<file path="src/core/capw_map.svh">
// Offsets, field positions and reset values of the counter array.
// Assumes a word-indexed register bus; each index holds one 8-bit register.
`ifndef CAPW_MAP_SVH
`define CAPW_MAP_SVH

// ==========================================================
// Array size
`define CAPW_NUM_MODULES     5
`define CAPW_WDT_MODULE      4

// ==========================================================
// Register indices
`define CAPW_OFS_CTRL        8'hD8
`define CAPW_OFS_CFG         8'hD9
`define CAPW_OFS_MODE0       8'hDA
`define CAPW_OFS_CNT_LOW     8'hE9
`define CAPW_OFS_CMPL0       8'hEA
`define CAPW_OFS_CNT_HIGH    8'hF9
`define CAPW_OFS_CMPH0       8'hFA

// ==========================================================
// Fields
`define CAPW_CTRL_OVF_BIT    7
`define CAPW_CTRL_RUN_BIT    6
`define CAPW_CFG_WDT_ARM_BIT 6
`define CAPW_CFG_OVF_IE_BIT  0
`define CAPW_CFG_MASK        8'hC7
`define CAPW_MODE_MASK       8'h7F

// ==========================================================
// Values
`define CAPW_BYTE_RESET      8'h00
`define CAPW_BYTE_MAX        8'hFF
`define CAPW_PIN_IDLE        1'b1
`define CAPW_WORD_RESET      32'h0000_0000

`endif

</file>
<file path="src/core/capw_pkg.sv">
// Types shared by the counter array modules.
// Assumes capw_map.svh supplies the numeric constants.
package capw_pkg;

  // ==========================================================
  // Module mode byte, msb first
  typedef struct packed {
    logic rsvd;
    logic compare_enable;
    logic capture_pos;
    logic capture_neg;
    logic match_flag_enable;
    logic toggle_on_match;
    logic pulse_width;
    logic module_irq_enable;
  } capw_mode_type;

  // ==========================================================
  // Register write strobes with their byte
  typedef struct packed {
    logic       mode_wr;
    logic       low_wr;
    logic       high_wr;
    logic [7:0] data;
  } capw_wr_type;

  // ==========================================================
  // Shared counter as seen by every module
  typedef struct packed {
    logic [7:0] low;
    logic [7:0] high;
    logic       tick;
  } capw_count_type;

  // ==========================================================
  // Module state returned to the top
  typedef struct packed {
    capw_mode_type mode;
    logic [7:0]    cmp_low;
    logic [7:0]    cmp_high;
    logic          match;
    logic          pin;
  } capw_stat_type;

endpackage

</file>
<file path="src/core/capw_counter.sv">
// Shared 16-bit time base of the counter array.
// Assumes run and writes come from logic on the same clock.
`timescale 1ns/1ps
`default_nettype none
`include "capw_map.svh"

module capw_counter (
  // Clock and reset
  input  wire logic                     clk,
  input  wire logic                     rst,
  // Control; low_wr/high_wr load the count bytes
  input  wire logic                     run,
  input  wire capw_pkg::capw_wr_type    wr,
  // Count and wrap of the full 16 bits
  output var  capw_pkg::capw_count_type count,
  output logic                          overflow
);

  logic [7:0] low_r;
  logic [7:0] low_nxt;
  logic [7:0] high_r;
  logic [7:0] high_nxt;

  always_comb begin
    low_nxt  = low_r;
    high_nxt = high_r;
    if (run) begin
      low_nxt = low_r + 8'h01;
      if (low_r == `CAPW_BYTE_MAX) begin
        high_nxt = high_r + 8'h01;
      end
    end
    // Software load beats counting
    if (wr.low_wr) begin
      low_nxt = wr.data;
    end
    if (wr.high_wr) begin
      high_nxt = wr.data;
    end
  end

  always_ff @(posedge clk or posedge rst) begin
    if (rst) begin
      low_r  <= `CAPW_BYTE_RESET;
      high_r <= `CAPW_BYTE_RESET;
    end else begin
      low_r  <= low_nxt;
      high_r <= high_nxt;
    end
  end

  assign count.low  = low_r;
  assign count.high = high_r;
  assign count.tick = run;
  assign overflow   = run && (low_r == `CAPW_BYTE_MAX) && (high_r == `CAPW_BYTE_MAX);

endmodule
`default_nettype wire

</file>
<file path="src/core/capw_module.sv">
// One compare module: mode byte, compare bytes, match and output pin.
// Assumes the shared count and write strobes arrive on the same clock.
`timescale 1ns/1ps
`default_nettype none
`include "capw_map.svh"

module capw_module (
  // Clock and reset
  input  wire logic                     clk,
  input  wire logic                     rst,
  // Register writes and shared count
  input  wire capw_pkg::capw_wr_type    wr,
  input  wire capw_pkg::capw_count_type count,
  // State, match pulse and pin
  output var  capw_pkg::capw_stat_type  stat
);

  capw_pkg::capw_mode_type mode_r;
  capw_pkg::capw_mode_type mode_nxt;
  logic [7:0]              low_r;
  logic [7:0]              low_nxt;
  logic [7:0]              high_r;
  logic [7:0]              high_nxt;
  logic                    pin_r;
  logic                    pin_nxt;
  logic                    match;
  logic                    pwm_on;
  logic                    wrap;

  // Compare only on a count step, so a stopped counter cannot re-fire
  assign match  = count.tick && mode_r.compare_enable && mode_r.match_flag_enable &&
                  ({count.high, count.low} == {high_r, low_r});
  assign pwm_on = mode_r.pulse_width && mode_r.compare_enable;
  assign wrap   = count.tick && (count.low == `CAPW_BYTE_MAX);

  always_comb begin
    mode_nxt = mode_r;
    low_nxt  = low_r;
    high_nxt = high_r;
    pin_nxt  = pin_r;
    if (wr.mode_wr) begin
      mode_nxt = capw_pkg::capw_mode_type'(wr.data & `CAPW_MODE_MASK);
    end
    if (wr.low_wr) begin
      low_nxt                 = wr.data;
      mode_nxt.compare_enable = 1'b0;
    end
    if (wr.high_wr) begin
      high_nxt                = wr.data;
      mode_nxt.compare_enable = 1'b1;
    end
    if (pwm_on) begin
      // Duty byte swapped only at the wrap, so a period is never cut short
      if (wrap) begin
        low_nxt = high_r;
      end
      pin_nxt = (count.low >= low_r);
    end else if (match && mode_r.toggle_on_match) begin
      pin_nxt = ~pin_r;
    end
  end

  always_ff @(posedge clk or posedge rst) begin
    if (rst) begin
      mode_r <= capw_pkg::capw_mode_type'(`CAPW_BYTE_RESET);
      low_r  <= `CAPW_BYTE_RESET;
      high_r <= `CAPW_BYTE_RESET;
      pin_r  <= `CAPW_PIN_IDLE;
    end else begin
      mode_r <= mode_nxt;
      low_r  <= low_nxt;
      high_r <= high_nxt;
      pin_r  <= pin_nxt;
    end
  end

  assign stat.mode     = mode_r;
  assign stat.cmp_low  = low_r;
  assign stat.cmp_high = high_r;
  assign stat.match    = match;
  assign stat.pin      = pin_r;

endmodule
`default_nettype wire

</file>
<file path="src/core/capw_top.sv">
// Compare side of a five-module counter array with watchdog on module 4.
// Assumes an Avalon-MM master on clk; address is the word index of a register.
//
// Overview of operation
// - Compare enabled modules against counter every count (here a match also needs the match flag enable bit)
// - Interrupt only when flag and enable set
// - High compare byte write sets compare enable
// - Low compare byte write clears compare enable
// - Compare enable also reachable through mode byte
// - Toggle mode inverts pin on each match
// - Pulse mode needs pulse and compare bits
// - All pulse outputs share one counter frequency
// - Duty set per module by low byte
// - Pin low below duty byte, else high
// - Counter low wrap reloads duty from high
// - Watchdog only on module 4, else normal
// - Watchdog compares preloaded value like others
// - Watchdog match raises internal reset only
// - Clearing watchdog arm prevents the reset
// - Event flag sticky until software clears
// - Module interrupt enable gates its flag
`timescale 1ns/1ps
`default_nettype none
`include "capw_map.svh"

module capw_top (
  // Clock and reset
  input  wire logic                          clk,
  input  wire logic                          rst,
  // Avalon-MM slave
  input  wire logic [7:0]                    avs_address,
  input  wire logic                          avs_read,
  input  wire logic                          avs_write,
  input  wire logic [31:0]                   avs_writedata,
  output logic      [31:0]                   avs_readdata,
  output logic                               avs_waitrequest,
  // Module outputs
  output logic      [`CAPW_NUM_MODULES-1:0]  module_output_pin,
  // Events to the core
  output logic                               irq_request,
  output logic                               internal_reset_req
);

  // ==========================================================
  // Register index decode
  function automatic logic at_slot(input logic [7:0] addr, input logic [7:0] base, input int idx);
    return addr == (base + idx[7:0]);
  endfunction

  // ==========================================================
  // Declarations
  localparam int N = `CAPW_NUM_MODULES;

  logic                     ack_r;
  logic                     ack_nxt;
  logic [31:0]              rdata_r;
  logic [31:0]              rdata_nxt;
  logic                     wr_go;
  logic                     rd_go;
  logic [7:0]               rd_byte;
  logic [7:0]               wbyte;

  logic [N-1:0]             flags_r;
  logic [N-1:0]             flags_nxt;
  logic                     ovf_r;
  logic                     ovf_nxt;
  logic                     run_r;
  logic                     run_nxt;
  logic [7:0]               cfg_r;
  logic [7:0]               cfg_nxt;
  logic                     irq_r;
  logic                     irq_nxt;
  logic                     wdt_r;
  logic                     wdt_nxt;

  capw_pkg::capw_wr_type    cnt_wr;
  capw_pkg::capw_count_type count;
  logic                     overflow;
  capw_pkg::capw_wr_type    mod_wr [N];
  capw_pkg::capw_stat_type  stat   [N];
  logic [N-1:0]             match_vec;
  logic [N-1:0]             irq_en_vec;

  // ==========================================================
  // Bus handshake
  // One wait state: request is seen, then answered with registered data
  assign avs_waitrequest = (avs_read || avs_write) && !ack_r;
  assign wr_go           = avs_write && ack_r;
  assign rd_go           = avs_read && !ack_r;
  assign wbyte           = avs_writedata[7:0];

  always_comb begin
    ack_nxt   = (avs_read || avs_write) && !ack_r;
    rdata_nxt = rdata_r;
    if (rd_go) begin
      rdata_nxt = {24'h00_0000, rd_byte};
    end
  end

  always_ff @(posedge clk or posedge rst) begin
    if (rst) begin
      ack_r   <= 1'b0;
      rdata_r <= `CAPW_WORD_RESET;
    end else begin
      ack_r   <= ack_nxt;
      rdata_r <= rdata_nxt;
    end
  end

  assign avs_readdata = rdata_r;

  // ==========================================================
  // Write strobes
  always_comb begin
    cnt_wr.mode_wr = 1'b0;
    cnt_wr.low_wr  = wr_go && (avs_address == `CAPW_OFS_CNT_LOW);
    cnt_wr.high_wr = wr_go && (avs_address == `CAPW_OFS_CNT_HIGH);
    cnt_wr.data    = wbyte;
    for (int i = 0; i < N; i++) begin
      mod_wr[i].mode_wr = wr_go && at_slot(avs_address, `CAPW_OFS_MODE0, i);
      mod_wr[i].low_wr  = wr_go && at_slot(avs_address, `CAPW_OFS_CMPL0, i);
      mod_wr[i].high_wr = wr_go && at_slot(avs_address, `CAPW_OFS_CMPH0, i);
      mod_wr[i].data    = wbyte;
    end
  end

  // ==========================================================
  // Shared counter and compare modules
  capw_counter u_counter (
    .clk      (clk),
    .rst      (rst),
    .run      (run_r),
    .wr       (cnt_wr),
    .count    (count),
    .overflow (overflow)
  );

  for (genvar g = 0; g < N; g++) begin : g_mod
    capw_module u_module (
      .clk   (clk),
      .rst   (rst),
      .wr    (mod_wr[g]),
      .count (count),
      .stat  (stat[g])
    );
    assign match_vec[g]         = stat[g].match;
    assign irq_en_vec[g]        = stat[g].mode.module_irq_enable;
    assign module_output_pin[g] = stat[g].pin;
  end

  // ==========================================================
  // Control, status and configuration
  always_comb begin
    flags_nxt = flags_r;
    ovf_nxt   = ovf_r;
    run_nxt   = run_r;
    cfg_nxt   = cfg_r;
    if (wr_go && (avs_address == `CAPW_OFS_CTRL)) begin
      flags_nxt = wbyte[N-1:0];
      ovf_nxt   = wbyte[`CAPW_CTRL_OVF_BIT];
      run_nxt   = wbyte[`CAPW_CTRL_RUN_BIT];
    end
    if (wr_go && (avs_address == `CAPW_OFS_CFG)) begin
      cfg_nxt = wbyte & `CAPW_CFG_MASK;
    end
    // Hardware set wins over a software clear in the same cycle
    flags_nxt = flags_nxt | match_vec;
    ovf_nxt   = ovf_nxt | overflow;
    irq_nxt   = (|(flags_nxt & irq_en_vec)) ||
                (ovf_nxt && cfg_nxt[`CAPW_CFG_OVF_IE_BIT]);
  end

  // ==========================================================
  // Watchdog on module 4
  // Module 4 still flags and toggles as usual; arming only adds the reset
  always_comb begin
    wdt_nxt = match_vec[`CAPW_WDT_MODULE] && cfg_r[`CAPW_CFG_WDT_ARM_BIT];
  end

  always_ff @(posedge clk or posedge rst) begin
    if (rst) begin
      flags_r <= '0;
      ovf_r   <= 1'b0;
      run_r   <= 1'b0;
      cfg_r   <= `CAPW_BYTE_RESET;
      irq_r   <= 1'b0;
      wdt_r   <= 1'b0;
    end else begin
      flags_r <= flags_nxt;
      ovf_r   <= ovf_nxt;
      run_r   <= run_nxt;
      cfg_r   <= cfg_nxt;
      irq_r   <= irq_nxt;
      wdt_r   <= wdt_nxt;
    end
  end

  assign irq_request        = irq_r;
  // Internal only; the external reset pin is never driven
  assign internal_reset_req = wdt_r;

  // ==========================================================
  // Read mux
  always_comb begin
    rd_byte = `CAPW_BYTE_RESET;
    if (avs_address == `CAPW_OFS_CTRL) begin
      rd_byte                     = {ovf_r, run_r, 1'b0, flags_r};
    end else if (avs_address == `CAPW_OFS_CFG) begin
      rd_byte = cfg_r;
    end else if (avs_address == `CAPW_OFS_CNT_LOW) begin
      rd_byte = count.low;
    end else if (avs_address == `CAPW_OFS_CNT_HIGH) begin
      rd_byte = count.high;
    end
    for (int i = 0; i < N; i++) begin
      if (at_slot(avs_address, `CAPW_OFS_MODE0, i)) begin
        rd_byte = stat[i].mode;
      end
      if (at_slot(avs_address, `CAPW_OFS_CMPL0, i)) begin
        rd_byte = stat[i].cmp_low;
      end
      if (at_slot(avs_address, `CAPW_OFS_CMPH0, i)) begin
        rd_byte = stat[i].cmp_high;
      end
    end
  end

endmodule
`default_nettype wire

</file>
<file path="config.mk">
export PLATFORM = sky130hd
export DESIGN_NAME = capw_top
export DESIGN_NICKNAME = d
export VERILOG_FILES = /design/src/core/capw_pkg.sv /design/src/core/capw_counter.sv /design/src/core/capw_module.sv /design/src/core/capw_top.sv
export VERILOG_INCLUDE_DIRS = /design/src /design/src/core
export SDC_FILE = /design/constraint.sdc
export NUM_CORES = 1
export LEC_CHECK = 0
export ABC_AREA = 1
export BUFFER_PORTS_ARGS = -buffer_cell sky130_fd_sc_hd__buf_4
export CORE_UTILIZATION = 34
export DETAILED_ROUTE_END_ITERATION = 16
export MAX_ROUTING_LAYER = met4
export PLACE_DENSITY = 0.48
export SYNTH_ARGS = -nofsm -noshare
export SYNTH_HDL_FRONTEND = slang
export SYNTH_SLANG_ARGS = --single-unit
</file>
<file path="constraint.sdc">
create_clock -name clk -period 9.5 [get_ports clk]
set_input_delay 1.9 -clock clk [delete_from_list [all_inputs] [get_ports clk]]
set_output_delay 1.9 -clock clk [all_outputs]
set_load 0.01 [all_outputs]
</file>
; Word-level counts from Yosys, hierarchy flattened
; Index checks and enable logic that the tools add are counted.
; Widths: inputs -> output; s select.
[totals]
elab_cells = 238
register_bits = 159
out_inout_bits = 40
[classes]
reduce_logical = 69
n_addsub = 2
bitwise = 8
muxes = 67
eq_ne = 26
magnitude_cmp = 5
[ops]
columns = operator, n
row1 = $mux 8, 39
row2 = $eq 8x8->1 const B, 21
row3 = $eq 16x16->1, 5
row4 = $logic_and 1x1->1, 51
row5 = $ge 8x8->1, 5
row6 = $mux 7, 5
row7 = $mux 1, 22
row8 = $add 8x1->8 const B, 2
row9 = $reduce_bool 2->1, 8
row10 = $reduce_bool 3->1, 5
row11 = $and 5x5->5, 1
row12 = $mux 5, 1
row13 = $not 1->1, 5
row14 = $or 5x5->5, 1
row15 = $reduce_or 5->1, 1
row16 = $logic_or 1x1->1, 2
row17 = $reduce_and 2->1, 1
row18 = $logic_not 1->1, 1
row19 = $or 1x1->1, 1

; Depth between registers and ports, before layout
[logic_depth]
depth_word = 20
mapped_depth = 20

; By module
; From an unflattened synthesis, not the netlist that was laid out.
[unflattened]
hier_cells = 1595
hier_area_um2 = 11169.5
[by_module_without_submodules]
columns = mod, seq_area_each_um2, cells_each, n_inst, area_per_inst_um2
row1 = capw_module at g_mod[0].u_module ..., 601.8, 203, 3, 1492.7
row2 = capw_module at g_mod[3].u_module ..., 601.8, 195, 2, 1466.4
row3 = capw_top, 575.6, 460, 1, 2748.9
row4 = capw_counter, 400.4, 136, 1, 1009.7

; Worst setup path before layout
; No wires, ideal clock.
[synth_path]
kind = input -> output
start = input avs_read
end = output avs_waitrequest
path_slack_ps = 5491
path_buffers = 0
arrival_ps = 2109
required_time_ps = 7600
path_stages = 2
cell_sequence = nor2_1 > nor2_1
[synth_between]
elab_chain_len = 2
[synth_rtl]
columns = element, line
row1 = "start, declared", capw_top.sv:32  ; input wire logic avs_read,
row2 = $logic_or 1x1->1, capw_top.sv:87  ; assign avs_waitrequest = (avs_read || avs_write) && !ack_r;
row3 = $logic_and 1x1->1, capw_top.sv:87
row4 = "end, declared", capw_top.sv:36  ; output logic avs_waitrequest,
; Every way passes these cells.

; Final worst setup path
; Same ends and word-level chain as after synthesis.

==> summary.txt <==
CTS
  – Hold_buf cts: 0
  – # Post-CTS Setup Buffers: 0
  – Root Driver: clkbuf_16
  – Total CTS buffers: 17
  – Clk pin slew, worst setup/hold paths: 0.08 ns
  – Clk_lat worst skew: 0.44 ns
  – CTS H-tree lvls: 4
  – CTS Buffer Depth: 2
  – CTS tree: yes
  – Clk sinks: 159
  – # resized after CTS: 0

Synthesis
  – Main synth FF type: dfrtp_1
  – Ys async rst share: 100%
  – Sequential area share after synthesis: 40.2%
  – EDFF count, synth: 0
  – Post-Synthesis Cells: 1319
  – Largest area contributor in the netlist: dfrtp_1
  – Average size of a mapped cell: 7.52 sq um
  – #FFs+latches synth: 159
  – Synth cell types: 47
  – Yosys top cell area share: 38.9%
  – Area contributors post-synth: dfrtp_1 39%, nand2_1 14%, o21ai_0 8.1%
  – Syn Std Cell Area: 9910 sq um
  – Synth warn: 0

Drt
  – Routed Antenna Nets: 0
  – Vias per inst: 5.14
  – DR pass1 iterations: 6
  – Iteration-0 DRC Markers: 951
  – Total number of vias: 8868
  – Residual DRC: 0
  – Total wire length: 35900 um
  – Drt wl/cell: 20.8 um

Critical path
  – Arrival time worst endpoint: 2.30 ns
  – Worst Setup End Kind: primary output
  – R2R Path End: g_mod[1].u_module.low_r[2]$_DFF_PP0_
  – Setup crit start kind: primary input
  – Reg-to-reg startpoint: u_counter.low_r[1]$_DFFE_PP0P_
  – Worst path required time: 7.60 ns
  – R2r setup slk: 6.42 ns
  – Crit Path Class: primary input to primary output
  – Critical-path maximum fanout: 2
  – R2R cell count: 8

Final layout
  – Layout area overhead: 10.6%
  – Util after Layout: 38.2%
  – Layout cells sized above 1: 9.11%
  – Filler cells: 3083
  – Non-Filler Cell Area, Final: 11000 sq um
  – Final nets: 1412
  – Multi-input gate area: 4910 sq um
  – Fin cells: 1724
  – Register area: 3990 sq um

STA
  – Setup-failing EPs final: 0
  – Fin. max-slew vios: 0
  – Worst-Margin Slew: 0.982 ns
  – Hold Vio Cnt, Final: 0
  – Fin crit period: 4.20 ns
  – Worst hold slack: 0.483 ns
  – Final Worst Setup Slack: 5.30 ns
  – RSZ-0062 raised after global routing: false
  – Fmax: 238 MHz
  – Max Clock Skew: 0.0141 ns
  – Final Cycle Share: 44.2%
  – Final TNS setup: 0 ns
  – Slew HR: 34.5%

Power and ir drop
  – Total design power: 1.96 mW
  – Pleak: 5.43 nW
  – Cell area power density: 179 nW/um^2
  – Maximum vdd drop: 113 uV

Global routing
  – Global route total overflow: 0
  – Vias in the first global route: 8460
  – Initial antenna violation count: 1
  – Largest net degree at the start of global routing: 72
  – Tot GR Track Use: 25.3%
  – First-pass GRT wire length: 53800 um

Placed design
  – Cells after DPL: 1691
  – IO buf count: 35
  – DP HPWL: 25000 um
  – Pre-CTS WS: 5.26 ns
  – Cell Area, Placed: 10300 sq um
  – RD Place Congestion: 0.902

Die
  – Die width: 173 um
  – Row cnt: 62
  – Initial Utilization: 34.5%
  – Io pins: 84
  – Die ar.: 29800 sq um
  – Core ar.: 28700 sq um
  – Die Y: 173 um

Min path
  – Hold Path Depth: 1
  – Worst Hold Class: register to register
  – Endpoint, Worst Hold: ack_r$_DFF_PP0_
  – Worst min-delay path startpoint: ack_r$_DFF_PP0_

Outcome
  – Run status: finished clean

Flow run
  – Max cap viols: 0
## layer usage
layer	wire length, um	global-route usage [%]
met3	2130	2.88
met1	16200	34.0
met2	16300	38.9
met4	1240	10.0
met5	0	-
## cell usage in the layout, fill, tap and decap left out, types with 8 or more instances in the layout
cell and n:
clkbuf_16 17, dfrtp_1 154, xor2_1 23, nor2_1 77, conb_1 24, ha_1 42, nand4_1 26, a31oi_1 16
inv_2 12, a21oi_1 37, o22ai_1 12, buf_4 38, o21ai_0 160, o221ai_1 10, nor2_2 8, a221oi_1 14
xnor2_1 14, nor2_4 12, nand3_1 39, inv_1 164, nand2_1 367
## flip-flops by register name (all words and copies together), names as in the netlist, 8 cells and up
name                   count
avs_readdata               8
g_mod.u_module.high_r     40
g_mod.u_module.low_r      40
g_mod.u_module.stat       35
u_counter.high_r           8
u_counter.low_r            8
## critical path, cell delays in order
cell	delay (ns)
buf_4	0.11
nor2_1	0.09
nor2_1	0.06
buf_4	0.14
## layout make-up
type | instances | share of cell area [%]
diodes | 1 | 0.0228
inverters | 177 | 6.11
well taps | 384 | 4.38
clock inverters | 15 | 1.79
repair buffers | 38 | 2.60
clock buffers | 17 | 3.88
flip-flops and latches | 159 | 36.4
multi-input cells | 933 | 44.8
## power breakdown
group / leakage [nW] / switching [mW] / internal, mW
clock network: 0.301 / 0.333 / 0.424
registers: 1.93 / 0.130 / 0.728
logic: 3.20 / 0.214 / 0.132
## synthesized netlist by cell type (4+ instances only)
library cell	number
a21oi_1	37
nor2_4	12
o221ai_1	10
nor4_1	6
nand2_1	367
nand4_1	26
o22ai_1	12
o21ai_1	5
o21ai_0	160
dfstp_2	5
inv_2	12
nand2_2	6
nand3_1	39
buf_2	15
nor3_1	4
nor2_1	77
inv_1	165
o211ai_1	6
clkbuf_1	23
ha_1	42
nor2_2	8
a31oi_1	16
dfrtp_1	154
a221oi_1	14
xnor2_1	14
xor2_1	23
buf_4	32
## cell families (layout without fill, tap and decap cells)
kind of cell             Yosys count  count (layout)  synth area share [%]
XOR/XNOR                          37              37                  3.27
AND/OR/NAND/NOR                  553             553                  23.9
adder cells (fa/ha/maj)           42              42                  5.30
multiplexers                       2               2                 0.202
other                              1              25                0.0378
flip-flops                       159             159                  40.2
AO/OA/AOI/OAI                    275             275                  16.0
buffers and inverters            250             247                  11.1
## worst max path at each step
stage                     slack, ns                     endpoint            from  cells past startpoint
after CTS                      5.29              avs_waitrequest        avs_read                      4
after detailed placement       5.26  avs_readdata[4]$_DFFE_PP0P_  avs_address[0]                     15
after floorplan                3.32              ack_r$_DFF_PP0_             rst                      1
final                          5.30              avs_waitrequest        avs_read                      4
after global placement         5.27  avs_readdata[3]$_DFFE_PP0P_  avs_address[0]                     15
after global routing           5.25              avs_waitrequest        avs_read                      4
No activity file was read; power rests on OpenSTA's default activity.
